<file path="src/boe_pkg.sv">
`default_nettype none

package boe_pkg;

	// ----------------------------------------
	// Widths and opcode fields
	// ----------------------------------------
	localparam int unsigned DATA_W     = 8;
	localparam int unsigned ADDR_W     = 7;
	localparam int unsigned INSN_W     = 14;
	localparam int unsigned NIB_LO_MSB = 3;
	localparam int unsigned NIB_HI_LSB = 4;
	localparam int unsigned DEST_BIT   = 7;

	// Upper six opcode bits, insn[13:8]
	localparam logic [5:0] OPC_SUB   = 6'h02;
	localparam logic [5:0] OPC_XORF  = 6'h06;
	localparam logic [5:0] OPC_SWAP  = 6'h0e;
	localparam logic [5:0] OPC_XORL  = 6'h3a;
	// Direction load: 00 0000 0110 0fff
	localparam logic [10:0] OPC_DIR  = 11'h00c;
	localparam logic [2:0]  DIR_LO   = 3'h5;
	localparam logic [2:0]  DIR_HI   = 3'h7;
	localparam int unsigned DIR_N    = 3;

	// Direction registers directly addressable at these file addresses
	localparam logic [6:0] DIR_ADDR0 = 7'h05;

	// Status bit positions inside the status byte
	localparam int unsigned ST_C  = 0;
	localparam int unsigned ST_DC = 1;
	localparam int unsigned ST_Z  = 2;

	// Reset values
	localparam logic [7:0] ACC_RST = 8'h00;
	localparam logic [7:0] DIR_RST = 8'hff;

	// Four oscillator periods per instruction cycle
	localparam int unsigned PHASES = 4;

	// ----------------------------------------
	// Types
	// ----------------------------------------
	typedef enum logic [3:0] {
		PH_DECODE  = 4'h1,
		PH_READ    = 4'h2,
		PH_PROCESS = 4'h4,
		PH_WRITE   = 4'h8
	} boe_phase_type;

	typedef enum logic [5:0] {
		OP_NONE = 6'h01,
		OP_SWAP = 6'h02,
		OP_XORF = 6'h04,
		OP_XORL = 6'h08,
		OP_SUB  = 6'h10,
		OP_DIR  = 6'h20
	} boe_op_type;

	typedef struct packed {
		logic       wr_en;
		logic [6:0] addr;
		logic [7:0] data;
	} boe_file_wr_type;

	typedef struct packed {
		logic       c;
		logic       dc;
		logic       z;
	} boe_flags_type;

endpackage

`default_nettype wire

</file>
<file path="src/boe_alu.sv">
`timescale 1ns/1ps
`default_nettype none

module boe_alu (
	// Operation and operands
	input  wire boe_pkg::boe_op_type    op,
	input  wire logic [7:0]             acc,
	input  wire logic [7:0]             opnd,
	input  wire boe_pkg::boe_flags_type flags_in,
	// Result
	output logic [7:0]                  result,
	output boe_pkg::boe_flags_type      flags_out
);

	logic [8:0] diff;
	logic [4:0] ldiff;

	// Two's complement: operand plus inverted accumulator plus one
	assign diff  = {1'b0, opnd} + {1'b0, ~acc} + 9'h001; // RQ8
	assign ldiff = {1'b0, opnd[3:0]} + {1'b0, ~acc[3:0]} + 5'h01;

	// Result and flag selection
	always_comb begin
		result    = opnd;
		flags_out = flags_in;
		case (op)
			boe_pkg::OP_SWAP: begin
				result = {opnd[boe_pkg::NIB_LO_MSB:0], opnd[7:boe_pkg::NIB_HI_LSB]}; // RQ1
			end
			boe_pkg::OP_XORF, boe_pkg::OP_XORL: begin
				result      = acc ^ opnd; // RQ4 RQ5
				flags_out.z = ((acc ^ opnd) == 8'h00);
			end
			boe_pkg::OP_SUB: begin
				result       = diff[7:0];
				flags_out.c  = diff[8]; // RQ9
				flags_out.dc = ldiff[4];
				flags_out.z  = (diff[7:0] == 8'h00); // RQ9
			end
			boe_pkg::OP_DIR: begin
				result = acc; // RQ3
			end
			default: begin
				result = opnd;
			end
		endcase
	end

endmodule

`default_nettype wire

</file>
<file path="src/boe_core.sv">
// What this block does
// [RQ1] Nibble swap exchanges halves, flags untouched
// [RQ2] Destination bit 0 to accumulator, 1 to file
// [RQ3] Direction load copies accumulator, ports 5 to 7
// [RQ4] Literal XOR into accumulator, zero flag only
// [RQ5] File XOR routed by destination, zero only
// [RQ6] Four phases: decode, read, process, write
// [RQ7] Fully static: state held while clock stops
// [RQ8] Subtract accumulator from file, update C DC Z
// [RQ9] Carry means no borrow; zero on zero
`timescale 1ns/1ps
`default_nettype none

module boe_core (
	// Clock and reset
	input  wire logic                   clk_sys,
	input  wire logic                   srst,
	// Oscillator period enable
	input  wire logic                   osc_en,
	// Instruction from decoder
	input  wire logic                   insn_valid,
	input  wire logic [13:0]            insn,
	// File register read port
	output logic [6:0]                  file_rd_addr,
	input  wire logic [7:0]             file_rd_data,
	// File register write port
	output boe_pkg::boe_file_wr_type    file_wr,
	// Status flags from and to the status register
	input  wire boe_pkg::boe_flags_type status_in,
	output boe_pkg::boe_flags_type      status_out,
	output logic                        status_wr,
	// Architectural state
	output logic [7:0]                  acc_out,
	output logic [23:0]                 dir_out,
	output boe_pkg::boe_phase_type      phase_out,
	output logic                        cycle_done
);

	// ----------------------------------------
	// State
	// ----------------------------------------
	typedef struct packed {
		boe_pkg::boe_phase_type   phase;
		boe_pkg::boe_op_type      op;
		logic                     dest;
		logic [6:0]               addr;
		logic [7:0]               opnd;
		logic [7:0]               res;
		boe_pkg::boe_flags_type   flg;
		logic [7:0]               acc;
		logic [23:0]              dir;
		logic [6:0]               rd_addr;
		boe_pkg::boe_file_wr_type fwr;
		boe_pkg::boe_flags_type   st;
		logic                     st_wr;
		logic                     done;
	} boe_state_type;

	boe_state_type              st_r;
	boe_state_type              st_nxt;
	logic [7:0]                 alu_res;
	boe_pkg::boe_flags_type     alu_flg;
	boe_pkg::boe_op_type        dec_op;
	// Per-port direction write selects and the merged next value
	logic [boe_pkg::DIR_N-1:0]  dir_load;
	logic [boe_pkg::DIR_N-1:0]  dir_file;
	logic [23:0]                dir_upd;

	// ----------------------------------------
	// Decode
	// ----------------------------------------
	// Opcode classes from the upper instruction bits; anything not listed,
	// including a direction load outside ports 5 to 7, falls through to a
	// no-op that still runs all four phases
	always_comb begin
		dec_op = boe_pkg::OP_NONE;
		if (insn[13:8] == boe_pkg::OPC_SWAP) begin
			dec_op = boe_pkg::OP_SWAP;
		end else if (insn[13:8] == boe_pkg::OPC_XORF) begin
			dec_op = boe_pkg::OP_XORF;
		end else if (insn[13:8] == boe_pkg::OPC_XORL) begin
			dec_op = boe_pkg::OP_XORL;
		end else if (insn[13:8] == boe_pkg::OPC_SUB) begin
			dec_op = boe_pkg::OP_SUB;
		end else if (insn[13:3] == boe_pkg::OPC_DIR && insn[2:0] >= boe_pkg::DIR_LO
			&& insn[2:0] <= boe_pkg::DIR_HI) begin
			dec_op = boe_pkg::OP_DIR; // RQ3
		end
	end

	// Arithmetic and logic; untouched flags fall back to the live status input
	boe_alu u_alu (
		.op        (st_r.op),
		.acc       (st_r.acc),
		.opnd      (st_r.opnd),
		.flags_in  (status_in),
		.result    (alu_res),
		.flags_out (alu_flg)
	);

	// ----------------------------------------
	// Direction register lanes
	// ----------------------------------------
	// Each port owns one byte lane of the direction bank. Two paths reach it:
	// the legacy load names the port by its three-bit operand, and ordinary
	// file-destination results name it by its file address.
	for (genvar gi = 0; gi < boe_pkg::DIR_N; gi++) begin : g_dir
		// Legacy load: operand 5, 6, 7 selects lane 0, 1, 2
		assign dir_load[gi] = (st_r.op == boe_pkg::OP_DIR)
			&& (st_r.addr[2:0] == boe_pkg::DIR_LO + 3'(gi)); // RQ3
		// Direct write: the register stays addressable as a file register
		assign dir_file[gi] = st_r.dest
			&& (st_r.op == boe_pkg::OP_SWAP || st_r.op == boe_pkg::OP_XORF || st_r.op == boe_pkg::OP_SUB)
			&& (st_r.addr == boe_pkg::DIR_ADDR0 + 7'(gi)); // RQ3
		// Lane keeps its value unless one of the two paths selects it
		assign dir_upd[gi * boe_pkg::DATA_W +: boe_pkg::DATA_W] = (dir_load[gi] || dir_file[gi])
			? st_r.res : st_r.dir[gi * boe_pkg::DATA_W +: boe_pkg::DATA_W];
	end

	// ----------------------------------------
	// Phase sequencer and datapath
	// ----------------------------------------
	// Every step is gated by osc_en, so a stopped oscillator freezes all state.
	// Nothing here counts time: no timeout and no refresh, so the enable may
	// stay low as long as the system likes and the cycle resumes where it left.
	// Write, status and done strobes drop back on the next clock either way.
	always_comb begin
		st_nxt           = st_r; // RQ7
		st_nxt.fwr.wr_en = 1'b0;
		st_nxt.st_wr     = 1'b0;
		st_nxt.done      = 1'b0;
		if (osc_en) begin
			case (st_r.phase)
				boe_pkg::PH_DECODE: begin
					// Instruction word is only looked at here; the decoder may change
					// it freely during the other three phases
					st_nxt.op      = insn_valid ? dec_op : boe_pkg::OP_NONE;
					st_nxt.dest    = insn[boe_pkg::DEST_BIT];
					st_nxt.addr    = insn[6:0];
					st_nxt.opnd    = insn[7:0];
					st_nxt.rd_addr = insn[6:0];
					st_nxt.phase   = boe_pkg::PH_READ; // RQ6
				end
				boe_pkg::PH_READ: begin
					// Literal operand already latched; file ops read the file.
					// The file read is combinational off file_rd_addr, which has
					// held the address since the decode edge.
					if (st_r.op != boe_pkg::OP_XORL) begin
						st_nxt.opnd = file_rd_data;
					end
					st_nxt.phase = boe_pkg::PH_PROCESS; // RQ6
				end
				boe_pkg::PH_PROCESS: begin
					// Result and flags are captured here so that the write phase
					// commits values that no longer depend on the file read port
					st_nxt.res   = alu_res;
					st_nxt.flg   = alu_flg;
					st_nxt.phase = boe_pkg::PH_WRITE; // RQ6
				end
				boe_pkg::PH_WRITE: begin
					// Commit step: at most one of accumulator and file is written, chosen by the
					// destination bit for file ops; literal XOR always writes the accumulator
					case (st_r.op)
						boe_pkg::OP_SWAP, boe_pkg::OP_XORF, boe_pkg::OP_SUB: begin
							if (st_r.dest) begin
								st_nxt.fwr = '{wr_en: 1'b1, addr: st_r.addr, data: st_r.res}; // RQ2
							end else begin
								st_nxt.acc = st_r.res; // RQ2
							end
							// Swap leaves status alone
							st_nxt.st_wr = (st_r.op != boe_pkg::OP_SWAP); // RQ1 RQ5 RQ8
							st_nxt.st    = st_r.flg;
						end
						boe_pkg::OP_XORL: begin
							st_nxt.acc   = st_r.res; // RQ4
							st_nxt.st_wr = 1'b1;
							st_nxt.st    = st_r.flg;
						end
						boe_pkg::OP_DIR: begin
							// Lane chosen in g_dir; status is left alone
							st_nxt.st_wr = 1'b0; // RQ3
						end
						default: begin
							st_nxt.st_wr = 1'b0;
						end
					endcase
					// Direction bank takes the merged lanes, unchanged where nothing hit
					st_nxt.dir = dir_upd; // RQ3
					st_nxt.done  = 1'b1;
					st_nxt.phase = boe_pkg::PH_DECODE; // RQ6
				end
				default: begin
					st_nxt.phase = boe_pkg::PH_DECODE;
				end
			endcase
		end
	end

	// State register; reset puts the sequencer back in decode with a clean
	// accumulator and every port direction at its reset value
	always_ff @(posedge clk_sys) begin
		if (srst) begin
			st_r       <= '0;
			st_r.phase <= boe_pkg::PH_DECODE;
			st_r.op    <= boe_pkg::OP_NONE;
			st_r.acc   <= boe_pkg::ACC_RST;
			st_r.dir   <= {boe_pkg::DIR_N{boe_pkg::DIR_RST}};
		end else begin
			st_r <= st_nxt;
		end
	end

	// Outputs straight from state, so every pin of the block is a flip-flop
	// and nothing downstream sees a combinational path through the datapath
	assign file_rd_addr = st_r.rd_addr;
	assign file_wr      = st_r.fwr;
	assign status_out   = st_r.st;
	assign status_wr    = st_r.st_wr;
	assign acc_out      = st_r.acc;
	assign dir_out      = st_r.dir;
	assign phase_out    = st_r.phase;
	assign cycle_done   = st_r.done;

endmodule

`default_nettype wire

</file>
<file path="config.mk">
export PLATFORM = sky130hd
export DESIGN_NAME = boe_core
export DESIGN_NICKNAME = d
export VERILOG_FILES = /design/src/boe_pkg.sv /design/src/boe_alu.sv /design/src/boe_core.sv
export SDC_FILE = /design/constraint.sdc
export NUM_CORES = 1
export LEC_CHECK = 0
export ABC_AREA = 1
export BUFFER_PORTS_ARGS = -buffer_cell sky130_fd_sc_hd__buf_2
export CAP_MARGIN = 20
export CORE_MARGIN = 1
export CORE_UTILIZATION = 50
export DETAILED_ROUTE_END_ITERATION = 10
export PLACE_DENSITY = 0.78
export SLEW_MARGIN = 20
export SYNTH_ARGS = -nofsm -noshare
export SYNTH_HDL_FRONTEND = slang
export SYNTH_HIERARCHICAL = 1
export SYNTH_SLANG_ARGS = --single-unit
</file>
<file path="constraint.sdc">
create_clock -name clk_sys -period 2.5 [get_ports clk_sys]
set_input_delay 0.125 -clock clk_sys [delete_from_list [all_inputs] [get_ports clk_sys]]
set_output_delay 0.125 -clock clk_sys [all_outputs]
set_load 0.005 [all_outputs]
</file>
==> results of run 1 <==
## stage by stage
step	cell area (um^2)	instances
2_1_floorplan	5067	714
3_3_place_gp	5132	855
3_5_place_dp	5132	855
4_1_cts	5303	871
5_1_grt	5303	871
6_report	5303	871
## final cells by class
cell class | instances | area (um^2) | area share (%)
Inverter | 75 | 281.5 | 5.309
Timing Repair Buffer | 97 | 510.5 | 9.627
Clock inverter | 6 | 42.54 | 0.8023
Clock buffer | 10 | 127.6 | 2.407
Multi-Input combinational cell | 460 | 2372 | 44.74
Tap cell | 133 | 166.4 | 3.138
Sequential cell | 90 | 1802 | 33.98
## kinds of logic (layout without fill, tap and decap cells)
logic type | count (synthesis) | count (layout) | synth area share [%]
AOI/OAI and AO/OA | 102 | 102 | 11.43
adders and majority gates | 10 | 10 | 2.617
buffers and inverters | 164 | 188 | 17.63
DFF | 90 | 90 | 35.56
and+or+nand+nor | 348 | 348 | 32.77
## layout by cell type (no fill, tap or decap), types with 8 or more instances in the layout
cell type,instances
nand2_1,151
nand3_1,93
buf_2,92
dfxtp_1,90
inv_1,72
a21oi_1,53
nor2_1,48
o21ai_0,30
nand4_1,20
clkbuf_8,9
ha_1,9
nor2_2,8
o211a_1,8
## cells in the mapped netlist, drive strengths merged
cell type	count	area, um^2
nand4	22	158.9
a21oi	54	281.5
o21ai	30	150.1
ha	9	112.6
a31oi	3	18.77
clkbuf	15	57.55
dfxtp	90	1802
nor2	62	297.8
o211a	8	80.08
inv	75	281.5
nor3	5	36.29
or2	2	12.52
buf	74	554.3
nor4	2	12.51
a32oi	2	17.52
nand2	159	631.8
o22ai	5	31.28
fa	1	20.02
nand3	96	510.5
## critical path: cells and delay by family, from the launching register on
family | cells | cell delay, ns
flip-flops | 1 | 0.38
AO/OA/AOI/OAI | 1 | 0.13
AND/OR/NAND/NOR | 6 | 1.42
## worst paths after layout
| check | end | slack (ns) |
|---|---|---|
| hold / removal | st_r[88] | 0.08 |
| setup reg to reg | st_r[72] | 0.46 |
| hold reg to reg | st_r[60] | 0.45 |
| setup / recovery | st_r[72] | 0.46 |
## registers in the layout, summed over array words and instances (netlist names)
name	cells
status_out	3
dir_out	24
st_r	26
phase_out	4
status_wr	1
file_rd_addr	7
file_wr	16
acc_out	8
cycle_done	1
## routing by layer
metal | global-route usage, % | share of wire, %
met1 | 32.20 | 47
met2 | 38.72 | 46
met3 | 4.542 | 5.4
met4 | 7.033 | 1.5
met5 | 0 | 0
## where the power goes
group	total [mW]	leakage (nW)	switching, mW	internal, mW
Sequential	1.52	0.730	0.0493	1.47
Clock	0.874	0.0827	0.511	0.363
Combinational	0.398	1.70	0.251	0.147
==> impl_metrics.env, run 1 <==
export IMPL_outcome="finished, final reports clean"
export IMPL_h_tree_depth=3
export IMPL_clock_latency_ns=0.36
export IMPL_utilization_pct=54.00
export IMPL_core_area_um2=9819
export IMPL_area_growth_pct=4.642
export IMPL_p_leak_nw=2.516
export IMPL_grt_max_degree=57
export IMPL_finalCriticalPeriod_ns=2.045
export IMPL_crit_slowest_cell="nand3_1"
export IMPL_postCtsSetupBuffers=0
export IMPL_clock_sinks=90
export IMPL_ys_types=34
export IMPL_startpoint_type="flip-flop"
export IMPL_syn_cell_area_um2=5067
export IMPL_worstPathRequired_ns=2.76
export IMPL_die_area_um2=10540
export IMPL_cp_cell_sequence="nor2_2 -> nand3_1 -> nand2_1 -> nand2_1 -> nor2_4 -> nand3_1 -> o211a_1"
export IMPL_initial_utilization_pct=51.61
export IMPL_num_antenna_cells=0
export IMPL_hold_depth=3
export IMPL_ant_nets=0
export IMPL_hp_class="in -> reg"
export IMPL_cts_root_buf="clkbuf_8"
export IMPL_hold_viol_final=0
export IMPL_ff2ff_path_depth=7
export IMPL_critPathArrivalTime_ns=2.31
export IMPL_nets=772
export IMPL_ir_worst_vdd_mv=0.2282
export IMPL_finalSetupViolCount=0
export IMPL_finalClockSkew_ns=0.009090
export IMPL_syn_num_nets=753
export IMPL_rsz0062_at_grt="no"
export IMPL_syn_inst=714
export IMPL_grt_pass1_wl_mm=19.51
export IMPL_ios=93
export IMPL_crit_start="phase_out[3]"
export IMPL_firstDrtPassIters=5
export IMPL_ys_ff_latch=90
export IMPL_drt_iter0_markers=339
export IMPL_drc=0
export IMPL_reg2reg_from="phase_out[3]"
export IMPL_antenna_found_initial=0
export IMPL_avgViaCountPerCell=5.214
export IMPL_hold_start="insn[11]"
export IMPL_cp_slowest_stage_delay_ns=0.40
export IMPL_place_gp_congestion=0.9208
export IMPL_cts_buffers=9
export IMPL_num_vias=4541
export IMPL_tns_ns=0
export IMPL_ys_warn_count=6
export IMPL_num_rows=36
export IMPL_setup_slack_ns=0.4550
export IMPL_hold_slack_ns=0.08006
export IMPL_powerDensity_nw_per_um2=525.9
export IMPL_grt_pass1_vias=4018
export IMPL_synth_area_per_cell_um2=7.097
export IMPL_drv_cap=0
export IMPL_place_ws_ns=0.4801
export IMPL_post_route_period_util_pct=81.80
export IMPL_die_h_um=102.7
export IMPL_dieWidth_um=102.7
export IMPL_finalPower_mw=2.789
export IMPL_port_buffers=92
export IMPL_fmax_mhz=489.0
export IMPL_dp_hpwl_mm=8.958
export IMPL_cts_resized_gates=0
export IMPL_yosysSeqAreaShare_pct=35.56
export IMPL_slew_viol_final=0
export IMPL_end_kind="flip-flop"
export IMPL_worst_slew_pin_slew_ns=0.4738
export IMPL_avgRoutedWirePerCell_um=13.69
export IMPL_drt_total_wl_mm=11.92
export IMPL_grtUsageTotal_pct=23.87
export IMPL_layout_drive_gt1_share_pct=19.65
export IMPL_fillers=1011
export IMPL_clockBufferDepth=2
export IMPL_worst_path_max_fanout=16
export IMPL_path_clk_slew_ns=0.09
export IMPL_slew_limit_headroom_pct=68.12
export IMPL_ctsHoldBuffers=0
export IMPL_cts_tree="yes"
export IMPL_grt_overflow_total=0
export IMPL_worstSetupPathType="reg -> reg"
(Power assumes the default switching activity.)
==> run 2, diff against run 1 <==
--- a/config.mk
+++ b/config.mk
@@ -11,7 +11,7 @@
 export CORE_MARGIN = 1
 export CORE_UTILIZATION = 50
 export DETAILED_ROUTE_END_ITERATION = 10
-export PLACE_DENSITY = 0.78
+export PLACE_DENSITY = 0.81
 export SLEW_MARGIN = 20
 export SYNTH_ARGS = -nofsm -noshare
 export SYNTH_HDL_FRONTEND = slang
==> constraint.sdc (replaced) <==
create_clock -name clk_sys -period 1.6 [get_ports clk_sys]
set_input_delay 0.08 -clock clk_sys [delete_from_list [all_inputs] [get_ports clk_sys]]
set_output_delay 0.08 -clock clk_sys [all_outputs]
set_load 0.005 [all_outputs]
==> impl_metrics.env, run 2 (synthesized netlist as in run 1, its figures left out) <==
export IMPL_outcome="finished, violations left"
export IMPL_violations="negative setup slack"
export IMPL_drt_iter0_markers=319
export IMPL_intPower_mw=3.386
export IMPL_h_tree_depth=3
export IMPL_finalSetupViolCount=10
export IMPL_tns_ns=-0.9810
export IMPL_clockBufferDepth=2
export IMPL_comb_power_share_pct=17.4
export IMPL_post_route_period_util_pct=112.0
export IMPL_avgRoutedWirePerCell_um=13.84
export IMPL_hp_class="in -> reg"
export IMPL_grt_overflow_total=0
export IMPL_cts_root_buf="clkbuf_8"
export IMPL_largest_reg_flops=26
export IMPL_cts_tree="yes"
export IMPL_cts_buffers=9
export IMPL_antenna_found_initial=0
export IMPL_die_h_um=102.7
export IMPL_place_area_um2=5588
export IMPL_finalCriticalPeriod_ns=1.791
export IMPL_powerDensity_nw_per_um2=778.1
export IMPL_grt_pass1_wl_mm=20.97
export IMPL_swShare_pct=28.96
export IMPL_cp_cell_sequence="inv_2 -> ha_4 -> fa_2 -> inv_2 -> nand2_2 -> nand2_4 -> nand3_2 -> nand2_1 -> nand2_1 -> nand2_1 -> nor2_1 -> nand2_1 -> nand2_1 -> o21ai_1 -> a21oi_1"
export IMPL_finalClockSkew_ns=0.009660
export IMPL_slew_viol_final=0
export IMPL_setup_slack_ns=-0.1914
export IMPL_port_buffers=92
export IMPL_end_kind="flip-flop"
export IMPL_die_area_um2=10540
export IMPL_initial_utilization_pct=51.61
export IMPL_core_area_um2=9819
export IMPL_finalPower_mw=4.766
export IMPL_layout_common_cells="nand2_1, buf_2, nand3_1"
export IMPL_place_ws_ns=-0.1944
export IMPL_worst_path_max_fanout=3
export IMPL_worstSetupPathType="reg -> reg"
export IMPL_path_clk_slew_ns=0.09
export IMPL_seqPwrFrac_pct=49.4
export IMPL_nets=836
export IMPL_num_vias=4892
export IMPL_final_area_um2=6126
export IMPL_worstPathRequired_ns=1.85
export IMPL_dieWidth_um=102.7
export IMPL_grt_max_degree=44
export IMPL_avgViaCountPerCell=5.232
export IMPL_slew_limit_headroom_pct=70.92
export IMPL_area_growth_pct=20.89
export IMPL_worst_slew_pin_slew_ns=0.4322
export IMPL_clock_sinks=90
export IMPL_p_clk_share_pct=33.2
export IMPL_grt_pass1_vias=4450
export IMPL_place_gp_congestion=0.9488
export IMPL_ant_nets=0
export IMPL_p_leak_nw=2.949
export IMPL_num_antenna_cells=0
export IMPL_rsz0062_at_grt="yes"
export IMPL_critPathArrivalTime_ns=2.04
export IMPL_ir_worst_vdd_mv=0.6056
export IMPL_top_register="st_r"
export IMPL_crit_path_frequent_cell="nand2_1"
export IMPL_crit_slowest_cell="dfxtp_2"
export IMPL_num_rows=36
export IMPL_final_common_cell="nand2_1"
export IMPL_layout_drive_gt1_share_pct=32.04
export IMPL_drv_cap=0
export IMPL_dp_hpwl_mm=9.390
export IMPL_grtUsageTotal_pct=25.43
export IMPL_firstDrtPassIters=6
export IMPL_p_switching_mw=1.380
export IMPL_startpoint_type="flip-flop"
export IMPL_drc=0
export IMPL_clock_latency_ns=0.36
export IMPL_drt_total_wl_mm=12.94
export IMPL_cp_slowest_stage_delay_ns=0.34
export IMPL_fmax_mhz=558.2
export IMPL_ios=93
export IMPL_hold_viol_final=0
run 2: layout make-up:
| type | count | area (um^2) |
|---|---|---|
| timing repair buffer | 160 | 1015 |
| inverter | 75 | 284.0 |
| clock buffer | 10 | 127.6 |
| tap | 133 | 166.4 |
| fill | 913 | 3694 |
| sequential | 90 | 1836 |
| multi-input combinational | 461 | 2624 |
| clock inverter | 6 | 73.82 |
run 2: worst paths after layout:
path | startpoint | to | slack, ns | cells past startpoint
worst min-delay path | insn[9] | st_r[92] | 0.02 | 4
worst min register to register | dir_out[6] | dir_out[6] | 0.46 | 2
worst max register to register | st_r[71] | st_r[60] | -0.19 | 15
worst max-delay path | st_r[71] | st_r[60] | -0.19 | 15
run 2: power groups by stage:
| stage | Combinational [mW] | Clock [mW] | Sequential (mW) |
|---|---|---|---|
| after floorplan | 0.499 | 0 | 2.39 |
| after global placement | 0.725 | 0 | 2.41 |
| after detailed placement | 0.730 | 0 | 2.41 |
| after CTS | 0.788 | 1.61 | 2.36 |
| after global routing | 0.926 | 1.73 | 2.36 |
| final | 0.828 | 1.58 | 2.36 |
run 2: repair_timing:
| item | in CTS | in global routing |
|---|---|---|
| gates cloned | 1 | 1 |
| hold buffers | 1 | 0 |
| pin swaps | 15 | 7 |
| hold endpoints to repair | 1 | 0 |
| gates resized for setup | 21 | 48 |
| setup endpoints to repair | 16 | 69 |
| buffers inserted | 1 | 2 |
run 2: per-stage QoR:
step | utilization [%] | hold WS [ns] | std cells
final | 62.39 | 0.02335 | 935
after global routing | 62.39 | 0.05166 | 935
after CTS | 60.30 | 0.02208 | 932
after detailed placement | 56.91 | 0.3742 | 913
after global placement | 56.91 | 0.3743 | 913
after floorplan | - | 0.2402 | 714
run 2: worst max-delay path: cells and delay by family (launching register included):
family,cells,cell delay (ns)
buf+inv,2,0.13
fa+ha+maj,2,0.49
compound gates,2,0.16
flops,1,0.34
simple gates,9,0.58
run 2: layer usage:
| metal | up-vias | part of all wire [%] | track usage, % |
|---|---|---|---|
| li1 | 2454 | - | - |
| met1 | 2243 | 44 | 33.78 |
| met2 | 172 | 48 | 42.05 |
| met3 | 23 | 6.0 | 4.475 |
| met4 | 0 | 2.1 | 7.692 |
| met5 | - | 0 | 0 |
==> run 3, diff against run 2 <==
--- a/config.mk
+++ b/config.mk
@@ -10,6 +10,7 @@
 export CAP_MARGIN = 20
 export CORE_MARGIN = 1
 export CORE_UTILIZATION = 50
+export CTS_BUF_LIST = sky130_fd_sc_hd__clkbuf_2 sky130_fd_sc_hd__clkbuf_4 sky130_fd_sc_hd__clkbuf_8
 export DETAILED_ROUTE_END_ITERATION = 10
 export PLACE_DENSITY = 0.81
 export SLEW_MARGIN = 20
==> impl_metrics.env, run 3 (synthesized netlist as in run 1, its figures left out) <==
export IMPL_outcome="finished, violations left"
export IMPL_violations="negative setup slack"
export IMPL_hp_class="in -> reg"
export IMPL_layout_common_cells="nand2_1, buf_2, nand3_1"
export IMPL_fillers=909
export IMPL_nets=836
export IMPL_worstSetupPathType="reg -> reg"
export IMPL_utilization_pct=62.37
export IMPL_place_ws_ns=-0.1944
export IMPL_grt_pass1_wl_mm=20.91
export IMPL_drc=0
export IMPL_clockBufferDepth=2
export IMPL_swShare_pct=28.97
export IMPL_grt_max_degree=44
export IMPL_num_rows=36
export IMPL_initial_utilization_pct=51.61
export IMPL_rsz0062_at_grt="yes"
export IMPL_finalPower_mw=4.794
export IMPL_hold_viol_final=0
export IMPL_drv_cap=0
export IMPL_slew_viol_final=0
export IMPL_finalClockSkew_ns=0.01043
export IMPL_intPower_mw=3.405
export IMPL_critPathArrivalTime_ns=2.07
export IMPL_cts_buffers=9
export IMPL_die_area_um2=10540
export IMPL_comb_power_share_pct=17.4
export IMPL_finalSetupViolCount=10
export IMPL_worstPathRequired_ns=1.85
export IMPL_grt_overflow_total=0
export IMPL_fmax_mhz=551.0
export IMPL_final_common_cell="nand2_1"
export IMPL_ant_nets=0
export IMPL_path_clk_slew_ns=0.09
export IMPL_num_vias=4934
export IMPL_dieWidth_um=102.7
export IMPL_powerDensity_nw_per_um2=782.7
export IMPL_cts_root_buf="clkbuf_8"
export IMPL_p_switching_mw=1.389
export IMPL_multi_input_area_um2=2624
export IMPL_layout_drive_gt1_share_pct=32.17
export IMPL_avgViaCountPerCell=5.277
export IMPL_p_leak_nw=2.953
export IMPL_finalCriticalPeriod_ns=1.815
export IMPL_place_gp_congestion=0.9488
export IMPL_end_kind="flip-flop"
export IMPL_setup_slack_ns=-0.2150
export IMPL_worst_path_max_fanout=3
export IMPL_post_route_period_util_pct=113.4
export IMPL_largest_reg_flops=26
export IMPL_hold_slack_ns=0.02064
export IMPL_worst_slew_pin_slew_ns=0.4312
export IMPL_tns_ns=-1.056
export IMPL_slew_limit_headroom_pct=70.99
export IMPL_port_buffers=92
export IMPL_dp_hpwl_mm=9.390
export IMPL_die_h_um=102.7
export IMPL_seqPwrFrac_pct=49.2
export IMPL_ios=93
export IMPL_core_area_um2=9819
export IMPL_cts_tree="yes"
export IMPL_h_tree_depth=3
export IMPL_clock_latency_ns=0.36
export IMPL_clock_sinks=90
export IMPL_grtUsageTotal_pct=25.32
export IMPL_ir_worst_vdd_mv=0.6083
export IMPL_firstDrtPassIters=5
export IMPL_grt_pass1_vias=4455
export IMPL_top_register="st_r"
export IMPL_antenna_found_initial=0
export IMPL_p_clk_share_pct=33.5
export IMPL_seqCellArea_um2=1833
export IMPL_area_growth_pct=20.86
export IMPL_startpoint_type="flip-flop"
export IMPL_drt_iter0_markers=340
export IMPL_num_antenna_cells=0
export IMPL_drt_total_wl_mm=13.04
export IMPL_avgRoutedWirePerCell_um=13.95
## run 3: cell counts in the layout (fill, tap and decap cells not counted)
No cell type changed its count.
## run 3: layout make-up
class / instances / share of cell area, %
Multi-Input combinational cell: 461 / 42.84
Sequential cell: 90 / 29.93
Timing Repair Buffer: 160 / 16.57
Inverter: 75 / 4.597
Tap cell: 133 / 2.717
Clock buffer: 10 / 2.145
Clock inverter: 6 / 1.205
## run 3: path summary, 6_finish.rpt
| kind | startpoint | endpoint | slack [ns] | cells after the start |
|---|---|---|---|---|
| worst min register to register | dir_out[18] | dir_out[18] | 0.46 | 2 |
| worst max register to register | st_r[71] | st_r[60] | -0.21 | 15 |
| worst max-delay path | st_r[71] | st_r[60] | -0.21 | 15 |
| worst min-delay path | insn[9] | st_r[92] | 0.02 | 4 |
## run 3: timing repair
item,CTS,global route
hold buffers,1,0
setup endpoints to repair,16,69
gates resized for setup,21,46
pin swaps,15,8
cloned,1,1
hold endpoints to repair,1,0
setup buffers,1,2
## run 3: metal layers
metal	GRT usage [%]	vias to the layer above	routed length (um)	share of wire, %
li1	-	2454	-	-
met1	33.57	2286	5894	45
met2	42.05	160	6167	47
met3	4.271	34	652	5.0
met4	7.692	0	328	2.5
met5	0	-	0	0
## run 3: power by group through the flow
stage / combinational (mW) / sequential (mW) / clock (mW)
2_1_floorplan: 0.499 / 2.39 / 0
3_3_place_gp: 0.725 / 2.41 / 0
6_report: 0.832 / 2.36 / 1.60
5_1_grt: 0.928 / 2.37 / 1.74
4_1_cts: 0.788 / 2.36 / 1.63
3_5_place_dp: 0.730 / 2.41 / 0
## run 3: per-stage QoR
step | cell area, um^2 | cells
after floorplan | 5087 | 714
after global placement | 5588 | 913
after detailed placement | 5588 | 913
after CTS | 5924 | 932
after global routing | 6125 | 935
final | 6125 | 935
## run 3: critical path, cell delays in order, from the launching register on
cell and delay (ns):
dfxtp_2 0.34, inv_2 0.05, ha_4 0.15, fa_2 0.34
inv_2 0.08, nand2_2 0.06, nand2_4 0.07, nand3_2 0.09
nand2_1 0.09, nand2_1 0.05, nand2_1 0.09, nor2_1 0.05
nand2_1 0.05, nand2_1 0.04, o21ai_1 0.11, a21oi_1 0.05
